File: src/logic/acdcs_map.svh
// register map, field positions, reset values and timing constants
`ifndef ACDCS_MAP_SVH
`define ACDCS_MAP_SVH
// ----------------------------------------------------------------
// register offsets
// ----------------------------------------------------------------
`define ACDCS_A_DEV4   8'h0F
`define ACDCS_A_VCTL   8'h10
`define ACDCS_A_FCTL   8'h11
`define ACDCS_A_STS1   8'h12
`define ACDCS_A_STS2   8'h13
`define ACDCS_A_ADC    8'h18
`define ACDCS_A_RST    8'h19
// ----------------------------------------------------------------
// reset values, write masks, field positions
// ----------------------------------------------------------------
`define ACDCS_VCTL_RST  8'h18
`define ACDCS_VCTL_WM   8'hBC
`define ACDCS_FCTL_RST  8'h03
`define ACDCS_FCTL_WM   8'h13
`define ACDCS_VCTL_DIS  7
`define ACDCS_VCTL_OVP  5:4
`define ACDCS_VCTL_FLT  3:2
`define ACDCS_FCTL_OCP  4
`define ACDCS_FCTL_EN1  1
`define ACDCS_FCTL_EN2  0
`define ACDCS_RST_BIT   0
`define ACDCS_USB_DCP   3'h4
`define ACDCS_USB_CDP   3'h5
`define ACDCS_BITS      4'h8
// ----------------------------------------------------------------
// timing
// ----------------------------------------------------------------
`define ACDCS_CLK_NS    8
`define ACDCS_DEGL_NS   128000
`define ACDCS_MS_NS     1000000
`define ACDCS_SOFT_MS   6'h20
// id stable time in ms, entry 0 in the low 11 bits
`define ACDCS_STABLE_MS {11'h578, 11'h514, 11'h4B0, 11'h44C, 11'h3E8, 11'h384, \
	11'h320, 11'h2BC, 11'h258, 11'h1F4, 11'h190, 11'h12C, 11'h0C8, 11'h096, \
	11'h064, 11'h032}
`endif

File: src/logic/acdcs_pkg.sv
// types shared by the accessory detect control and status block
`default_nettype none
package acdcs_pkg;
	// raw detector results arriving from the analog side
	typedef struct packed {
		logic       uv;       // vbus undervoltage, undeglitched
		logic       ov;       // vbus overvoltage, undeglitched
		logic       fm;       // factory mode entered
		logic       data_contact_timeout_flag;     // data contact timeout seen
		logic [2:0] usb;      // charger detection result
		logic [1:0] idst;     // id detection state
		logic [4:0] adc;      // real-time id conversion
		logic       jig_req;  // jig wanted by detection
		logic       boot_req; // boot wanted by detection
		logic       fet_req;  // id to battery fet wanted
	} acdcs_raw_t;

	// serial slave states
	typedef enum logic [3:0] {
		S_IDLE, S_ADDR, S_AACK, S_PTR, S_PACK, S_WR, S_WACK, S_RD, S_RACK
	} acdcs_i2c_t;

	// whole state of the block
	typedef struct packed {
		acdcs_raw_t  s1;      // synchroniser first stage
		acdcs_raw_t  s2;      // synchroniser second stage
		logic [2:0]  scl;     // sync pair plus previous
		logic [2:0]  sda;     // sync pair plus previous
		acdcs_i2c_t  st;
		logic [3:0]  cnt;     // bit counter
		logic [7:0]  sh;      // receive shifter
		logic [7:0]  tx;      // transmit byte
		logic        rw;
		logic        nack;
		logic        oe;
		logic [7:0]  ptr;     // register pointer
		logic [7:0]  vctl;
		logic [7:0]  fctl;
		logic        rst_bit;
		logic [14:0] uv_cnt;
		logic [14:0] ov_cnt;
		logic        uv_f;
		logic        ov_f;
		logic [16:0] ms_div;
		logic [4:0]  adc_cand;
		logic [4:0]  adc_set;
		logic [10:0] stab_ms;
		logic        fet_on;
		logic [5:0]  ss_ms;
		logic        armed;
		logic        pend;
		logic        intn;
		logic        jig_n;
		logic        boot_n;
		logic        chg_n;
	} acdcs_state_t;
endpackage : acdcs_pkg
`default_nettype wire

File: src/logic/acdcs_top.sv
// accessory detect control and status registers with serial slave
// Operation
// - top control bit enables vbus discharge
// - two-bit field selects overvoltage trip level
// - two-bit field selects id float deglitch
// - one disables id fet overcurrent protection
// - switch enables open when zero, reset one
// - flags report factory mode and charger
// - flag reports data contact timeout
// - vbus fault flags need 128us deglitch
// - two-bit id detection state code
// - id resistance measured by 5-bit converter
// - settled conversion published after stable time
// - reset bit resets chip, clears itself
// - detect vbus, classify adapter by detection
// - switches and factory outputs follow detection
// - interrupt low until mask written zero
// - events pull armed interrupt low
// - jig and boot only in factory
// - charger output low for dcp/cdp
// - fet only in factory, 32ms soft-start
// - mask one holds armed interrupt high, event stays pending
// - stable time sixteen steps 50 to 1400ms
`timescale 1ns/1ps
`default_nettype none
`include "acdcs_map.svh"
module acdcs_top #(
	parameter logic [6:0] DEV_ADDR = 7'h25, // arbitrary bus address
	parameter int DEGL_CYC = `ACDCS_DEGL_NS / `ACDCS_CLK_NS,
	parameter int MS_CYC   = `ACDCS_MS_NS / `ACDCS_CLK_NS
) (
	// clock, reset, enable
	input  wire logic               clk_in,
	input  wire logic               rst_n_in,
	input  wire logic               clk_en_in,
	// serial bus pins
	input  wire logic               scl_in,
	input  wire logic               sda_in,
	output logic                    sda_out,
	output logic                    sda_oe_out,
	// detector results from the analog side
	input  wire acdcs_pkg::acdcs_raw_t detect_raw_in,
	// neighbouring interrupt and timing registers
	input  wire logic               interrupt_mask_bit_in,
	input  wire logic               int_event_in,
	input  wire logic               int_ack_in,
	input  wire logic [3:0]         id_stable_sel_in,
	// pins and analog controls
	output logic                    interrupt_n_out,
	output logic                    factory_jig_n_out,
	output logic                    boot_n_out,
	output logic                    charger_detect_n_out,
	output logic                    vbus_discharge_enable_out,
	output logic [1:0]              overvoltage_threshold_select_out,
	output logic [1:0]              id_float_filter_time_out,
	output logic                    id_fet_overcurrent_disable_out,
	output logic                    id_switch_one_on_out,
	output logic                    id_switch_two_on_out,
	output logic                    id_fet_soft_start_out,
	output logic [4:0]              settled_adc_out,
	output logic                    chip_reset_out
);
	import acdcs_pkg::*;

	// ----------------------------------------------------------------
	// constants
	// ----------------------------------------------------------------
	localparam logic [14:0] DEGL_M1 = 15'(DEGL_CYC - 1);
	localparam logic [16:0] MS_M1   = 17'(MS_CYC - 1);
	localparam logic [175:0] STAB   = `ACDCS_STABLE_MS;
	localparam acdcs_state_t Q_RST  = '{vctl: `ACDCS_VCTL_RST,
		fctl: `ACDCS_FCTL_RST, scl: 3'h7, sda: 3'h7, st: S_IDLE,
		jig_n: 1'b1, boot_n: 1'b1, chg_n: 1'b1, default: '0};

	acdcs_state_t q;  // registered state
	acdcs_state_t d;  // next state

	// ----------------------------------------------------------------
	// register read mux
	// ----------------------------------------------------------------
	// reserved bits and unmapped offsets read zero
	function automatic logic [7:0] rd_reg(input acdcs_state_t s, input logic [7:0] a);
		case (a)
			`ACDCS_A_VCTL: rd_reg = s.vctl;
			`ACDCS_A_FCTL: rd_reg = s.fctl;
			`ACDCS_A_STS1: rd_reg = {2'h0, s.s2.fm, ~s.chg_n, s.s2.data_contact_timeout_flag,
				s.uv_f, 1'b0, s.ov_f};
			`ACDCS_A_STS2: rd_reg = {1'b0, s.s2.usb, 2'h0, s.s2.idst};
			`ACDCS_A_ADC:  rd_reg = {3'h0, s.adc_set};
			default:       rd_reg = 8'h00;  // also device type four and reset
		endcase
	endfunction : rd_reg

	// ----------------------------------------------------------------
	// next-state logic
	// ----------------------------------------------------------------
	always_comb begin
		logic       rise;
		logic       fall;
		logic       start;
		logic       stop;
		logic       tick;
		logic       wr;
		logic [7:0] wd;
		logic [10:0] tgt;
		d     = q;
		wr    = 1'b0;
		wd    = q.sh;
		// pins pass two flops before use; stage one feeds stage two only
		d.s1  = detect_raw_in;
		d.s2  = q.s1;
		d.scl = {q.scl[1], q.scl[0], scl_in};
		d.sda = {q.sda[1], q.sda[0], sda_in};
		rise  = q.scl[1] & ~q.scl[2];
		fall  = ~q.scl[1] & q.scl[2];
		start = q.scl[1] & q.scl[2] & ~q.sda[1] & q.sda[2];
		stop  = q.scl[1] & q.scl[2] & q.sda[1] & ~q.sda[2];
		tick  = (q.ms_div == MS_M1);
		tgt   = STAB[id_stable_sel_in*11 +: 11];

		// byte serial slave, pointer auto-increments
		if (start) begin
			d.st  = S_ADDR;
			d.cnt = 4'h0;
			d.oe  = 1'b0;
		end else if (stop) begin
			d.st = S_IDLE;
			d.oe = 1'b0;
		end else if (rise) begin
			// sample on rising clock
			if (q.st == S_RACK)
				d.nack = q.sda[1];
			else if (q.st != S_IDLE && q.st != S_AACK && q.st != S_PACK && q.st != S_WACK) begin
				d.sh  = {q.sh[6:0], q.sda[1]};
				d.cnt = q.cnt + 4'h1;
			end
		end else if (fall) begin
			// drive on falling clock
			case (q.st)
				S_ADDR: if (q.cnt == `ACDCS_BITS) begin
					d.cnt = 4'h0;
					d.rw  = q.sh[0];
					d.st  = (q.sh[7:1] == DEV_ADDR) ? S_AACK : S_IDLE;
					d.oe  = (q.sh[7:1] == DEV_ADDR);
				end
				S_AACK: begin
					d.tx = rd_reg(q, q.ptr);
					d.st = q.rw ? S_RD : S_PTR;
					d.oe = q.rw & ~d.tx[7];
				end
				S_PTR: if (q.cnt == `ACDCS_BITS) begin
					d.cnt = 4'h0;
					d.ptr = q.sh;
					d.st  = S_PACK;
					d.oe  = 1'b1;
				end
				S_PACK, S_WACK: begin
					d.st = S_WR;
					d.oe = 1'b0;
				end
				S_WR: if (q.cnt == `ACDCS_BITS) begin
					d.cnt = 4'h0;
					wr    = 1'b1;
					d.ptr = q.ptr + 8'h01;
					d.st  = S_WACK;
					d.oe  = 1'b1;
				end
				S_RD: if (q.cnt == `ACDCS_BITS) begin
					d.cnt = 4'h0;
					d.ptr = q.ptr + 8'h01;
					d.st  = S_RACK;
					d.oe  = 1'b0;
				end else begin
					d.oe = ~q.tx[3'h7 - q.cnt[2:0]];
				end
				S_RACK: begin
					// master nack ends the read burst
					d.tx = rd_reg(q, q.ptr);
					d.st = q.nack ? S_IDLE : S_RD;
					d.oe = ~q.nack & ~d.tx[7];
				end
				default: d.oe = 1'b0;
			endcase
		end

		// register writes; a soft reset pulse restores defaults next cycle
		if (q.rst_bit) begin
			d.vctl    = `ACDCS_VCTL_RST;
			d.fctl    = `ACDCS_FCTL_RST;
			d.rst_bit = 1'b0;
		end else if (wr) begin
			case (q.ptr)
				`ACDCS_A_VCTL: d.vctl = wd & `ACDCS_VCTL_WM;
				`ACDCS_A_FCTL: d.fctl = wd & `ACDCS_FCTL_WM;
				`ACDCS_A_RST:  d.rst_bit = wd[`ACDCS_RST_BIT];
				default: ;  // read-only and unmapped writes ignored
			endcase
		end

		// vbus fault deglitch: counter saturates, flag needs it full
		d.uv_cnt = q.s2.uv ? ((q.uv_cnt == DEGL_M1) ? q.uv_cnt : q.uv_cnt + 15'h1) : 15'h0;
		d.ov_cnt = q.s2.ov ? ((q.ov_cnt == DEGL_M1) ? q.ov_cnt : q.ov_cnt + 15'h1) : 15'h0;
		d.uv_f   = q.s2.uv & (q.uv_cnt == DEGL_M1);
		d.ov_f   = q.s2.ov & (q.ov_cnt == DEGL_M1);

		// millisecond time base shared by settle and soft-start
		d.ms_div = tick ? 17'h0 : q.ms_div + 17'h1;

		// settled conversion: value must hold for the stable time
		if (q.s2.adc != q.adc_cand) begin
			d.adc_cand = q.s2.adc;
			d.stab_ms  = 11'h0;
		end else if (q.stab_ms >= tgt) begin
			d.adc_set = q.adc_cand;
		end else if (tick) begin
			d.stab_ms = q.stab_ms + 11'h1;
		end

		// fet only in factory mode, ramped for 32 ms after turn-on
		d.fet_on = q.s2.fm & q.s2.fet_req;
		if (!q.fet_on)
			d.ss_ms = 6'h0;
		else if (tick && q.ss_ms != `ACDCS_SOFT_MS)
			d.ss_ms = q.ss_ms + 6'h1;

		// pin drivers follow detection, factory outputs gated by mode
		d.jig_n  = ~(q.s2.fm & q.s2.jig_req);
		d.boot_n = ~(q.s2.fm & q.s2.boot_req);
		d.chg_n  = ~(q.s2.usb == `ACDCS_USB_DCP ||
			q.s2.usb == `ACDCS_USB_CDP);

		// interrupt: low from power-up until mask written zero
		d.armed = q.armed | ~interrupt_mask_bit_in;
		d.pend  = int_event_in | (q.pend & ~int_ack_in);
		d.intn  = d.armed & ~(d.pend & ~interrupt_mask_bit_in);
	end

	// ----------------------------------------------------------------
	// state register, frozen while the enable is low
	// ----------------------------------------------------------------
	always_ff @(posedge clk_in or negedge rst_n_in) begin
		if (!rst_n_in)
			q <= Q_RST;
		else if (clk_en_in)
			q <= d;
	end

	// ----------------------------------------------------------------
	// outputs
	// ----------------------------------------------------------------
	assign sda_out                          = 1'b0;  // open drain
	assign sda_oe_out                       = q.oe;
	assign interrupt_n_out                  = q.intn;
	assign factory_jig_n_out                = q.jig_n;
	assign boot_n_out                       = q.boot_n;
	assign charger_detect_n_out             = q.chg_n;
	assign vbus_discharge_enable_out        = q.vctl[`ACDCS_VCTL_DIS];
	assign overvoltage_threshold_select_out = q.vctl[`ACDCS_VCTL_OVP];
	assign id_float_filter_time_out         = q.vctl[`ACDCS_VCTL_FLT];
	assign id_fet_overcurrent_disable_out   = q.fctl[`ACDCS_FCTL_OCP];
	assign id_switch_one_on_out             = q.fet_on & q.fctl[`ACDCS_FCTL_EN1];
	assign id_switch_two_on_out             = q.fet_on & q.fctl[`ACDCS_FCTL_EN2];
	assign id_fet_soft_start_out            = q.fet_on & (q.ss_ms != `ACDCS_SOFT_MS);
	assign settled_adc_out                  = q.adc_set;
	assign chip_reset_out                   = q.rst_bit;

	// ----------------------------------------------------------------
	// assertions
	// ----------------------------------------------------------------
	logic [10:0] tgt_chk;  // helper for the settle check, same table as the logic
	assign tgt_chk = STAB[id_stable_sel_in*11 +: 11];
endmodule : acdcs_top
`default_nettype wire
File: config.mk
export PLATFORM = sky130hd
export DESIGN_NAME = acdcs_top
export DESIGN_NICKNAME = d
export VERILOG_FILES = /design/src/logic/acdcs_pkg.sv /design/src/logic/acdcs_top.sv
export VERILOG_INCLUDE_DIRS = /design/src /design/src/logic
export SDC_FILE = /design/constraint.sdc
export NUM_CORES = 1
export LEC_CHECK = 0
export ABC_AREA = 0
export BUFFER_PORTS_ARGS = -buffer_cell sky130_fd_sc_hd__buf_2
export CAP_MARGIN = 15
export CELL_PAD_IN_SITES_DETAIL_PLACEMENT = 1
export CELL_PAD_IN_SITES_GLOBAL_PLACEMENT = 1
export CORE_MARGIN = 3
export CORE_UTILIZATION = 40
export DETAILED_ROUTE_END_ITERATION = 8
export PLACE_DENSITY_LB_ADDON = 0.1
export SKIP_LAST_GASP = 1
export SLEW_MARGIN = 0
export SYNTH_ARGS = -nofsm -noshare
export SYNTH_HDL_FRONTEND = slang
export SYNTH_SLANG_ARGS = --single-unit
File: constraint.sdc
create_clock -name clk_in -period 2.47 [get_ports clk_in]
set_input_delay 0.494 -clock clk_in [delete_from_list [all_inputs] [get_ports clk_in]]
set_output_delay 0.494 -clock clk_in [all_outputs]
set_load 0.005 [all_outputs]
* Yosys cells after proc, flatten, opt, wreduce, memory -nomap -nowiden
Cells that the tools add are included.
Storage, ports and cells: bits of input ports 29, output and inout port bits 21, logic and storage cells 251, register bits after elaboration 175
Cells by class: reductions and logical operators 33, multipliers 1, mux-type cells 70, bitwise logic cells 42, magnitude comparators 2, add/sub/neg operators 8, shift-type cells 1, eq/ne operators 45
Operators by type and width (number):
- 176-bit by 9-bit variable part select with 11-bit output (first input constant) | 1
- 8-bit two-way mux | 20
- 15-bit two-way mux | 4
- 9-bit two-way mux | 6
- 17-bit two-way mux | 3
- 8-bit by 5-bit == test with 1-bit output (second input constant) | 6
- 8-bit one-hot mux with 5 select lines | 1
- 11-bit two-way mux | 3
- 4-bit != test (second input constant) | 8
- 15-bit by 1-bit adder with 15-bit output (second input constant) | 2
- 15-bit by 14-bit == test with 1-bit output (second input constant) | 2
- 4-bit one-hot mux with 7 select lines | 1
- 12-bit two-way mux | 2
- 8-bit one-hot mux with 3 select lines | 1
- 22-bit two-way mux | 1
- 1-bit AND | 20
- 1-bit NOT | 20
- 6-bit AND reduction | 3
- 17-bit by 1-bit adder with 17-bit output (second input constant) | 1
- 17-bit == test (second input constant) | 1
- 4-bit by 3-bit == test with 1-bit output (second input constant) | 4
- 1-bit two-way mux | 16
- 4-bit one-hot mux with 4 select lines | 1
- 8-bit one-hot mux with 2 select lines | 1
- 43 further kinds | 74

* Depth between registers and ports, before layout
Gate-level depths: netlist (run 1).
depth after elaboration 14, gate-level depth with buffers 13, gate-level depth less buffers 13

* Worst setup path before layout (run 1)
OpenSTA, ideal clock, no wires.
path kind input-to-reg, from input port id_stable_sel_in[0], to register q[20] (netlist bit), arrival time 2793 ps, cell stages on the path 13, slack -401 ps, cell sequence inv_1 -> ha_1 -> nand2_1 -> o21ai_0 -> nand2_1 -> o21ai_0 -> ha_1 -> nand4_1 -> nor4_2 -> nor4_4 -> nand3_4 -> or4_1 -> a21oi_1
On the way: longest elaborated chain between the ends 5
Ends and longest elaborated chain:
- start: declaration | line acdcs_top.sv:47 | input wire logic [3:0] id_stable_sel_in,
- 4-bit by 4-bit multiplier with 8-bit output
- 176-bit by 9-bit variable part select with 11-bit output
- 11-bit >= comparator | line acdcs_top.sv:213 | end else if (q.stab_ms >= tgt) begin
- 2-bit != test (no line)
- 3-bit AND reduction (no line)
- end signal: assignment | line acdcs_top.sv:243 | q <= Q_RST;
- end signal: assignment | line acdcs_top.sv:245 | q <= d;
- end: declaration | line acdcs_top.sv:75 | acdcs_state_t q;
No other way between the ends. A chain may end at the register's enable or synchronous reset.

* Worst setup path after layout (run 1)
Same ends and word-level chain as after synthesis.

==> summary.txt, run 1 <==
Run status - finished, violations left
Violated checks - negative setup slack
Pin count of the biggest net entering global routing - 61
Timing-limited maximum frequency - 0.386 GHz
Area added between synthesis and finish - 18.3%
Overall via count from detail_route - 6823
Via density - 5.51
Cell types with the largest area share after synthesis - sky130_fd_sc_hd__dfrtp_1 44%, sky130_fd_sc_hd__mux2_2 7.8%, sky130_fd_sc_hd__ha_1 4.1%
Clock slew at reported path FFs - 0.07 ns
Count of flip-flops with a built-in enable after synthesis - 0
Multi-input logic area - 0.00441 mm²
Count of pins on the block boundary - 50
TritonCTS clock tree - yes
Start point of the critical path - id_stable_sel_in[0]
Max Transition Viols Final - 0
Shortest period the worst path allows - 2.59 ns
Share of Yosys cell area claimed by the top area cell type - 43.8%
Reported max-cap violation count - 0
Top cells by instance count after synthesis - 154 x sky130_fd_sc_hd__dfrtp_1, 75 x sky130_fd_sc_hd__nand2_1, 69 x sky130_fd_sc_hd__nor2_1
Max stage delay on crit path - 0.41 ns
Filler cell count - 2361
Yosys warning count - 0
Clock insertion delay at the later pin of the skew report - 0.43 ns
Cell depth of the worst flop-to-flop path - 7
ANT nets after route - 0
Row count - 53
Element type at the critical path start - input port
Endpoint kind of the worst setup timing path - flop
# clock sinks - 167
Final worst clock skew - 0.00951 ns
Arrival @ worst endpoint - 2.93 ns
Critical path destination - q[20]
Iteration-0 DRC Markers - 227
R2r endpoint - settled_adc_out[3]
RePlAce Congestion - 0.844
Most numerous cell in the Yosys netlist - sky130_fd_sc_hd__dfrtp_1
Initial core utilization - 41.2%
ANT cells - 0
Number of distinct library cells after synthesis - 75
Placeable core region - 0.0214 mm²
Final-report setup violation count - 7
Number of standard cells after synthesis - 874
Unrepaired setup endpoints after global routing - yes
Fraction of final layout cells with drive strength greater than 1 - 25.3%
Count of buffers from port buffering - 48
Summed instance area of the synthesized netlist - 0.00880 mm²
Power Density - 755 mW/mm²
Startpoint of the worst register-to-register path - q[18]
Vias in the first global route - 7216
Full die area - 0.0238 mm²
Post-layout worst setup margin - -0.118 ns
Fraction of registers with async set/reset - 100%
Setup slack, reg-to-reg - 0.24 ns
Cell type contributing the most total cell area after synthesis - sky130_fd_sc_hd__dfrtp_1
Total power draw - 7860 µW
Mean instance size in the synthesized netlist - 10.1 µm²
All-Layer GR Usage - 19.2%
Die Y - 154 µm
Initial antenna violation count - 0
Largest buffer count on any clock path - 2
Worst endpoint required time - 2.81 ns
Post-route setup TNS - -0.397 ns
Primary FF master, synth - sky130_fd_sc_hd__dfrtp_1
Critical path's slowest cell - sky130_fd_sc_hd__or4_1
Headroom to the max-slew limit - 50.1%
Root buf cell - sky130_fd_sc_hd__clkbuf_16
Synthesized netlist net count - 932
Total of flip-flops plus latches after synthesis - 167
Tcrit/Tclk final - 105%
Hold Fails Final Rpt - 0
Detailed placement HPWL - 16000 µm
Kind of path behind the tightest hold check - in2reg
Drt drc - 0
CP dominant cell by count - sky130_fd_sc_hd__buf_4
Ordered cell list for the critical path - buf_4 -> buf_4 -> ha_4 -> o31ai_1 -> ha_1 -> nand4_1 -> buf_4 -> a21oi_2 -> o21bai_4 -> nand3_4 -> or4_1 -> a21oi_1
Worst setup path class - in2reg
Router iterations before antenna repair - 4
Standby leakage power - 0.00447 µW
First-pass GRT wire length - 37500 µm
Total wirelength of the detailed-routed design - 22600 µm
H-tree Lvls - 4
Routed wire length per instance - 18.2 µm
Global route overflow - 0
Number of nets in the layout - 1009
Sequential fraction of the synthesis area - 47.7%
Number of buffers created by CTS - 17
Max FO, Critical Path - 4
Chip Width - 154 µm
Max VDD drop - 0.433 mV
Worst Tran Pin Value - 0.741 ns
FF+latch area - 0.00420 mm²
kinds of logic after synthesis:
kind of cell               share of synthesized area (%)
AOI/OAI and AO/OA                                   12.9
xor gates and xnor gates                            4.08
adders and majority gates                           4.12
buffers and inverters                               3.87
DFF                                                 47.7
muxes                                               9.45
other                                             0.0426
and+or+nand+nor                                     17.9
worst max-delay path: cells and delay by family:
kind	cells	cell delay, ns
adders and majority gates	2	0.48
buffers and inverters	3	0.44
and+or+nand+nor	3	0.70
AOI/OAI and AO/OA	4	0.81
worst min-delay path by stage:
stage | startpoint | slack [ns] | end | depth (start not counted)
after floorplan | rst_n_in | 0.20 | chip_reset_out | 0
after global routing | detect_raw_in[13] | 0.29 | d[154] | 2
after CTS | detect_raw_in[12] | 0.27 | d[153] | 2
final | detect_raw_in[12] | 0.29 | d[153] | 2
after detailed placement | rst_n_in | 0.39 | q[42] | 1
after global placement | rst_n_in | 0.39 | q[42] | 1
per-layer routing:
metal | GRT usage [%] | wire, µm
met3 | 4.39 | 847
met1 | 26.0 | 10500
met5 | 0 | 0
met4 | 5.13 | 308
met2 | 31.4 | 10900
flip-flops by register name (all words and copies together), names as in the netlist:
name and count:
q 129, d 21, settled_adc_out 5, id_float_filter_time_out 2, overvoltage_threshold_select_out 2, boot_n_out 1, charger_detect_n_out 1, chip_reset_out 1
factory_jig_n_out 1, id_fet_overcurrent_disable_out 1, interrupt_n_out 1, sda_oe_out 1, vbus_discharge_enable_out 1
placed cells by master (no fill, tap or decap), drive strengths merged, types with 4 or more instances in the layout:
cell and n:
dfstp 13, nand3 40, and2 7, or3 13, mux2 61, dfrtp 154
a31oi 11, nor2b 8, o31ai 14, nor4 8, nand2 76, and3 13
nor3 16, nand2b 5, buf 99, a21o 4, xnor2 22, o22ai 10
a21oi 40, clkbuf 22, nor2 71, nand3b 4, inv 37, ha 29
mux2i 10, clkinvlp 4, nand4 20, o21ai 67, a22o 7, xor2 19
or2 4
repair_timing:
action                                  in CTS  in global routing
hold buffers                                 1                  0
buffers inserted                             2                  7
gates resized for setup                      8                 31
endpoints found under the setup margin      13                 15
pin swaps                                   10                 16
hold endpoints to repair                    23                  0
power by group:
part | internal (µW) | switching (µW) | leakage (µW)
sequential | 3070 | 461 | 0.00215
clock | 1680 | 1130 | 0.000290
combinational | 698 | 827 | 0.00203
area by class of cell:
| class | instances | share of cell area (%) |
|---|---|---|
| multi-input combinational | 629 | 42.3 |
| sequential | 167 | 40.3 |
| timing repair buffer | 100 | 6.81 |
| clock buffer | 22 | 4.55 |
| tap | 275 | 3.30 |
| inverter | 36 | 1.38 |
| clock inverter | 9 | 1.33 |
per-stage QoR:
stage | std cells | cell area (µm²) | hold WS [ns] | setup WS, ns | util [%]
3_3_place_gp | 1197 | 9570 | 0.389 | -0.494 | 44.8
5_1_grt | 1238 | 10400 | 0.285 | -0.219 | 48.8
4_1_cts | 1231 | 10200 | 0.274 | -0.00296 | 48.0
6_report | 1238 | 10400 | 0.293 | -0.118 | 48.8
2_1_floorplan | 874 | 8850 | 0.198 | -0.227 | -
3_5_place_dp | 1197 | 9570 | 0.393 | -0.628 | 44.8
No activity file was read; power rests on OpenSTA's default activity.
==> run 2, diff against run 1 <==
RECOVER_POWER = 100   (was unset)
==> run 2 against run 1 <==
The run still ends with negative setup slack left. Combinational power about the same. Non-clock buffer count did not move. Design area fell by 0.67%. Setup slack lost 0.0061 ns. Utilization fell by 0.33 points. Global-route usage did not move. Routed wire length is 0.12% higher. Clock skew about the same. Sequential power hardly changed. Sequential cell count unchanged. Maximum frequency is 0.23% lower. Die area is the same. Critical path type unchanged. Largest power group unchanged.
==> summary.txt, run 2 (synthesized netlist as in run 1, its figures left out) <==
Run status - finished, violations left (unchanged)
Violated checks - negative setup slack (unchanged)
Flip-flop count of the largest register, all copies and words added - 129 (unchanged)
Fraction of final layout cells with drive strength greater than 1 - 23.1% (was 25.3%)
First-pass GRT wire length - 37500 µm (unchanged)
Largest buffer count on any clock path - 2 (unchanged)
Number of buffers created by CTS - 17 (unchanged)
Kind of path behind the tightest hold check - in2reg (unchanged)
Total buffers and inverters traversed by the critical path - 3 (unchanged)
R2r endpoint - q[134] (was settled_adc_out[3])
Post-route setup TNS - -0.398 ns (was -0.397 ns)
Max Transition Viols Final - 0 (unchanged)
Kind of cell adding the most delay to the critical path - compound AO/OA/AOI/OAI gates (unchanged)
Max FO, Critical Path - 4 (unchanged)
Worst setup path class - in2reg (unchanged)
Placed Instance Area - 0.00957 mm² (unchanged)
Critical path destination - q[20] (unchanged)
Shortest period the worst path allows - 2.59 ns (about the same)
Number of nets in the layout - 1009 (unchanged)
RePlAce Congestion - 0.844 (unchanged)
Start point of the critical path - id_stable_sel_in[0] (unchanged)
Cell depth of the worst flop-to-flop path - 6 (was 7)
Headroom to the max-slew limit - 11.3% (was 50.1%)
H-tree Lvls - 4 (unchanged)
ANT cells - 0 (unchanged)
Tcrit/Tclk final - 105% (about the same)
Full die area - 0.0238 mm² (unchanged)
# clock sinks - 167 (unchanged)
Area added between synthesis and finish - 17.5% (was 18.3%)
Die Y - 154 µm (unchanged)
Worst Tran Pin Value - 1.33 ns (was 0.741 ns)
Commonest non-fill, non-tap cells in the layout - 154 x sky130_fd_sc_hd__dfrtp_1, 74 x sky130_fd_sc_hd__nand2_1, 69 x sky130_fd_sc_hd__nor2_1 (was 154 x sky130_fd_sc_hd__dfrtp_1, 74 x sky130_fd_sc_hd__nand2_1, 68 x sky130_fd_sc_hd__nor2_1)
Placeable core region - 0.0214 mm² (unchanged)
Timing-limited maximum frequency - 0.386 GHz (about the same)
Iteration-0 DRC Markers - 224 (was 227)
Startpoint of the worst register-to-register path - q[133] (was q[18])
Endpoint kind of the worst setup timing path - flop (unchanged)
Hold Fails Final Rpt - 0 (unchanged)
Arrival @ worst endpoint - 2.93 ns (about the same)
Finished Cell Area - 0.0103 mm² (was 0.0104 mm²)
Row count - 53 (unchanged)
Leading cell type in the layout, fill and taps excluded - sky130_fd_sc_hd__dfrtp_1 (unchanged)
Register with the most flip-flops - q (unchanged)
Via density - 5.50 (was 5.51)
ANT nets after route - 0 (unchanged)
Vias in the first global route - 7216 (unchanged)
Ordered cell list for the critical path - buf_4 -> buf_4 -> ha_4 -> o31ai_1 -> ha_1 -> nand4_1 -> buf_4 -> a21oi_2 -> o21bai_4 -> nand3_4 -> or4_1 -> a21oi_1 (unchanged)
Count of pins on the block boundary - 50 (unchanged)
Global route overflow - 0 (unchanged)
Critical path's slowest cell - sky130_fd_sc_hd__or4_1 (unchanged)
Initial core utilization - 41.2% (unchanged)
Logic depth of the worst path, buffers included - 12 (unchanged)
Power Density - 757 mW/mm² (was 755 mW/mm²)
Clock insertion delay at the later pin of the skew report - 0.43 ns (about the same)
Root buf cell - sky130_fd_sc_hd__clkbuf_16 (unchanged)
Routed wire length per instance - 18.2 µm (about the same)
Worst endpoint required time - 2.81 ns (about the same)
Overall via count from detail_route - 6810 (was 6823)
Initial antenna violation count - 0 (unchanged)
All-Layer GR Usage - 19.2% (unchanged)
Router iterations before antenna repair - 4 (unchanged)
Max stage delay on crit path - 0.41 ns (about the same)
Count of buffers from port buffering - 48 (unchanged)
Setup slack, reg-to-reg - 0.07 ns (was 0.24 ns)
CP dominant cell by count - sky130_fd_sc_hd__buf_4 (unchanged)
Chip Width - 154 µm (unchanged)
Pin count of the biggest net entering global routing - 61 (unchanged)
Reported max-cap violation count - 0 (unchanged)
Detailed placement HPWL - 16000 µm (unchanged)
Clock slew at reported path FFs - 0.07 ns (about the same)
Max VDD drop - 0.433 mV (about the same)
Unrepaired setup endpoints after global routing - yes (unchanged)
Drt drc - 0 (unchanged)
Final-report setup violation count - 7 (unchanged)
Element type at the critical path start - input port (unchanged)
Final worst clock skew - 0.00913 ns (was 0.00951 ns)
Total wirelength of the detailed-routed design - 22600 µm (about the same)
Standby leakage power - 0.00442 µW (was 0.00447 µW)
Post-layout worst setup margin - -0.124 ns (was -0.118 ns)
TritonCTS clock tree - yes (unchanged)
run 2: per-stage QoR:
step | hold WS, ns | cells | utilization [%] | power (µW) | setup WS [ns]
detailed placement | 0.393 | 1197 | 44.8 | 5080 | -0.628
global route | 0.286 | 1238 | 48.4 | 8290 | -0.219
finish | 0.293 | 1238 | 48.4 | 7840 | -0.124
floorplan | 0.198 | 874 | - | 4490 | -0.227
CTS | 0.274 | 1231 | 48.0 | 7940 | -0.00296
global placement | 0.389 | 1197 | 44.8 | 5000 | -0.494
run 2: worst min path at each step:
stage          cells after the start         startpoint  slack [ns]        endpoint
6_report                           2  detect_raw_in[12]        0.29          d[153]
5_1_grt                            2  detect_raw_in[13]        0.29          d[154]
4_1_cts                            2  detect_raw_in[12]        0.27          d[153]
3_5_place_dp                       1           rst_n_in        0.39           q[42]
3_3_place_gp                       1           rst_n_in        0.39           q[42]
2_1_floorplan                      0           rst_n_in        0.20  chip_reset_out
run 2: per-layer routing:
metal / GRT usage (%) / up-vias / wire, µm
li1: - / 3276 / -
met1: 26.0 / 3408 / 10700
met2: 31.4 / 93 / 10800
met3: 4.39 / 33 / 804
met4: 5.13 / 0 / 346
met5: 0 / - / 0
run 2: report_power, final:
part / internal [µW] / switching [µW]
Sequential: 3070 / 458
Combinational: 672 / 826
Clock: 1680 / 1130
Total: 5420 / 2420
run 2: area by class of cell:
cell class | instances | area (µm²)
Clock buffer | 22 | 474
Fill cell | 2374 | 11000
Tap cell | 275 | 344
Timing Repair Buffer | 100 | 648
Sequential cell | 167 | 4200
Multi-Input combinational cell | 629 | 4400
Inverter | 36 | 144
Clock inverter | 9 | 139
run 2: worst reg2reg max path, cell delays in order, from the launching register on:
cell,delay (ns)
sky130_fd_sc_hd__dfrtp_1,0.50
sky130_fd_sc_hd__nor2_1,0.42
sky130_fd_sc_hd__xnor2_1,0.10
sky130_fd_sc_hd__o21ai_0,0.25
sky130_fd_sc_hd__nor2_1,0.06
sky130_fd_sc_hd__o21ai_0,0.54
sky130_fd_sc_hd__mux2_2,0.40
run 2: repair_timing:
item                                    CTS  global route
pin swaps                                10            16
endpoints found under the hold margin    23             0
endpoints found under the setup margin   13            15
hold buffers                              1             0
gates resized for setup                   8            31
buffers inserted                          2             7
gates cloned                              0             0
==> run 3, diff against run 2 <==
CORE_MARGIN = 8   (was 3)
REMOVE_ABC_BUFFERS = 1   (was unset)
==> run 3 against run 2 <==
The flow still finishes with violations (negative setup slack). Sequential power barely moved. Non-clock buffer count shrank 6. Combinational power rose by 3%. Power barely moved. First-iteration DRC count is 37% higher. Critical path type unchanged. Largest power group unchanged. Highest routed layer unchanged.
==> summary.txt, run 3 (synthesized netlist as in run 1, its figures left out) <==
Number of buffers created by CTS - 17 (unchanged)
Iteration-0 DRC Markers - 307 (was 224)
Element type at the critical path start - input port (unchanged)
ANT nets after route - 0 (unchanged)
CP dominant cell by count - sky130_fd_sc_hd__buf_4 (unchanged)
Start point of the critical path - id_stable_sel_in[1] (was id_stable_sel_in[0])
Count of cells along the worst hold path - 2 (unchanged)
Fraction of final layout cells with drive strength greater than 1 - 22.9% (was 23.1%)
Total wirelength of the detailed-routed design - 23500 µm (was 22600 µm)
Arrival @ worst endpoint - 2.83 ns (was 2.93 ns)
Leading cell type in the layout, fill and taps excluded - sky130_fd_sc_hd__dfrtp_1 (unchanged)
Initial antenna violation count - 0 (unchanged)
Final-report setup violation count - 1 (was 7)
Unrepaired setup endpoints after global routing - yes (unchanged)
FF+latch area - 0.00420 mm² (unchanged)
Shortest period the worst path allows - 2.47 ns (was 2.59 ns)
First-pass GRT wire length - 39400 µm (was 37500 µm)
Vias in the first global route - 7575 (was 7216)
Max Transition Viols Final - 0 (unchanged)
Full die area - 0.0270 mm² (was 0.0238 mm²)
Violated checks - negative setup slack (unchanged)
Standby leakage power - 0.00436 µW (was 0.00442 µW)
RePlAce Congestion - 0.847 (was 0.844)
Post-layout worst setup margin - -0.00195 ns (was -0.124 ns)
Overall via count from detail_route - 6923 (was 6810)
All-Layer GR Usage - 18.3% (was 19.2%)
Count of pins on the block boundary - 50 (unchanged)
Critical path destination - q[20] (unchanged)
Total power draw - 7830 µW (was 7840 µW)
Chip Width - 164 µm (was 154 µm)
Max FO, Critical Path - 4 (unchanged)
Multi-input logic area - 0.00442 mm² (was 0.00440 mm²)
ANT cells - 0 (unchanged)
Headroom to the max-slew limit - 2.84% (was 11.3%)
Max VDD drop - 0.394 mV (was 0.433 mV)
# clock sinks - 167 (unchanged)
Kind of path behind the tightest hold check - in2reg (unchanged)
Routed wire length per instance - 19.0 µm (was 18.2 µm)
Total buffers and inverters traversed by the critical path - 4 (was 3)
Worst Setup Slack post-DPL - -0.798 ns (was -0.628 ns)
Root buf cell - sky130_fd_sc_hd__clkbuf_16 (unchanged)
Worst setup path class - in2reg (unchanged)
Timing-limited maximum frequency - 0.405 GHz (was 0.386 GHz)
Setup slack, reg-to-reg - 0.16 ns (was 0.07 ns)
Pin count of the biggest net entering global routing - 56 (was 61)
Clock slew at reported path FFs - 0.07 ns (about the same)
Startpoint of the worst register-to-register path - q[132] (was q[133])
Reported max-cap violation count - 0 (unchanged)
Flip-flop count of the largest register, all copies and words added - 129 (unchanged)
Placeable core region - 0.0217 mm² (was 0.0214 mm²)
Endpoint kind of the worst setup timing path - flop (unchanged)
Detailed placement HPWL - 16700 µm (was 16000 µm)
Worst Tran Pin Value - 1.46 ns (was 1.33 ns)
Filler cell count - 2417 (was 2374)
Via density - 5.59 (was 5.50)
TritonCTS clock tree - yes (unchanged)
Critical path's slowest cell - sky130_fd_sc_hd__or4_1 (unchanged)
Final worst clock skew - 0.0126 ns (was 0.00913 ns)
Worst endpoint required time - 2.82 ns (was 2.81 ns)
Global route overflow - 0 (unchanged)
Area added between synthesis and finish - 16.9% (was 17.5%)
Commonest non-fill, non-tap cells in the layout - 154 x sky130_fd_sc_hd__dfrtp_1, 74 x sky130_fd_sc_hd__nand2_1, 69 x sky130_fd_sc_hd__nor2_1 (unchanged)
Count of buffers from port buffering - 48 (unchanged)
Cell depth of the worst flop-to-flop path - 6 (unchanged)
Router iterations before antenna repair - 5 (was 4)
Hold Fails Final Rpt - 0 (unchanged)
Row count - 54 (was 53)
Post-route setup TNS - -0.00195 ns (was -0.398 ns)
Logic depth of the worst path, buffers included - 16 (was 12)
Ordered cell list for the critical path - buf_12 -> inv_6 -> ha_4 -> nand2_2 -> o21ai_2 -> nand2_1 -> o21ai_1 -> ha_1 -> nand4_1 -> nor4_2 -> buf_4 -> nor4_4 -> buf_4 -> nand3_4 -> or4_1 -> a21oi_1 (was buf_4 -> buf_4 -> ha_4 -> o31ai_1 -> ha_1 -> nand4_1 -> buf_4 -> a21oi_2 -> o21bai_4 -> nand3_4 -> or4_1 -> a21oi_1)
Clock insertion delay at the later pin of the skew report - 0.44 ns (was 0.43 ns)
Final Hold Slack - 0.286 ns (was 0.293 ns)
Max stage delay on crit path - 0.41 ns (about the same)
Non-Filler Instances - 1238 (unchanged)
Number of nets in the layout - 1003 (was 1009)
R2r endpoint - q[134] (unchanged)
Drt drc - 0 (unchanged)
H-tree Lvls - 4 (unchanged)
Cell Count Post-Placement - 1202 (was 1197)
Tcrit/Tclk final - 100% (was 105%)
Die Y - 164 µm (was 154 µm)
Initial core utilization - 40.6% (was 41.2%)
Power Density - 761 mW/mm² (was 757 mW/mm²)
Largest buffer count on any clock path - 2 (unchanged)
Register with the most flip-flops - q (unchanged)
Number of buffers inserted for hold repair after clock tree synthesis - 0 (was 1)
Run status - finished, violations left (unchanged)
Kind of cell adding the most delay to the critical path - simple AND/OR/NAND/NOR gates (was compound AO/OA/AOI/OAI gates)
[run 3: cell count changes in the layout (fill, tap and decap cells not counted), moves of 4 or more]
cell,previous run,this run
sky130_fd_sc_hd__mux2_4,5,0
sky130_fd_sc_hd__mux2_2,56,61
sky130_fd_sc_hd__clkbuf_2,2,6
sky130_fd_sc_hd__buf_2,40,31
sky130_fd_sc_hd__clkbuf_1,15,21
sky130_fd_sc_hd__inv_8,0,5
[run 3: report_power, final]
group	leakage (µW)	internal, µW	switching, µW
registers	0.00215	3070	443
clock network	0.000288	1550	1230
logic	0.00193	684	852
[run 3: area by class of cell]
cell class                      instances  share of cell area (%)
Clock buffer                           19                    4.30
Clock inverter                         13                    1.54
Inverter                               36                    1.43
Multi-Input combinational cell        629                    42.9
Sequential cell                       167                    40.8
Tap cell                              280                    3.40
Timing Repair Buffer                   94                    5.64
[run 3: stage by stage]
| step | utilization [%] | area [µm²] |
|---|---|---|
| after floorplan | - | 8600 |
| after global placement | 44.0 | 9540 |
| after CTS | 47.1 | 10200 |
| after detailed placement | 44.0 | 9540 |
| after global routing | 47.5 | 10300 |
| final | 47.5 | 10300 |
[run 3: worst min-delay path by stage]
stage                        end               from
4_1_cts                    q[17]           rst_n_in
6_report                  d[156]  detect_raw_in[15]
3_5_place_dp   factory_jig_n_out             q[143]
2_1_floorplan     chip_reset_out           rst_n_in
3_3_place_gp   factory_jig_n_out             q[143]
5_1_grt                   d[143]   detect_raw_in[2]
[run 3: layer usage]
metal | track usage (%) | share of wire, % | up-vias
met2 | 30.4 | 49 | 100
met3 | 3.66 | 2.6 | 33
met1 | 23.2 | 46 | 3527
met4 | 6.28 | 1.9 | 0
li1 | - | - | 3263
met5 | 0 | 0 | -
[run 3: worst reg2reg max path, cell delays in order, from the launching register on]
cell	delay, ns
sky130_fd_sc_hd__dfrtp_1	0.57
sky130_fd_sc_hd__nor2_2	0.34
sky130_fd_sc_hd__xnor2_1	0.10
sky130_fd_sc_hd__o21ai_1	0.20
sky130_fd_sc_hd__nor2_1	0.05
sky130_fd_sc_hd__o21ai_0	0.54
sky130_fd_sc_hd__mux2_2	0.40
[run 3: what timing repair did]
action | CTS | global route
setup buffers | 2 | 5
resized for setup | 17 | 41
setup endpoints to repair | 16 | 16
pin swaps | 12 | 19
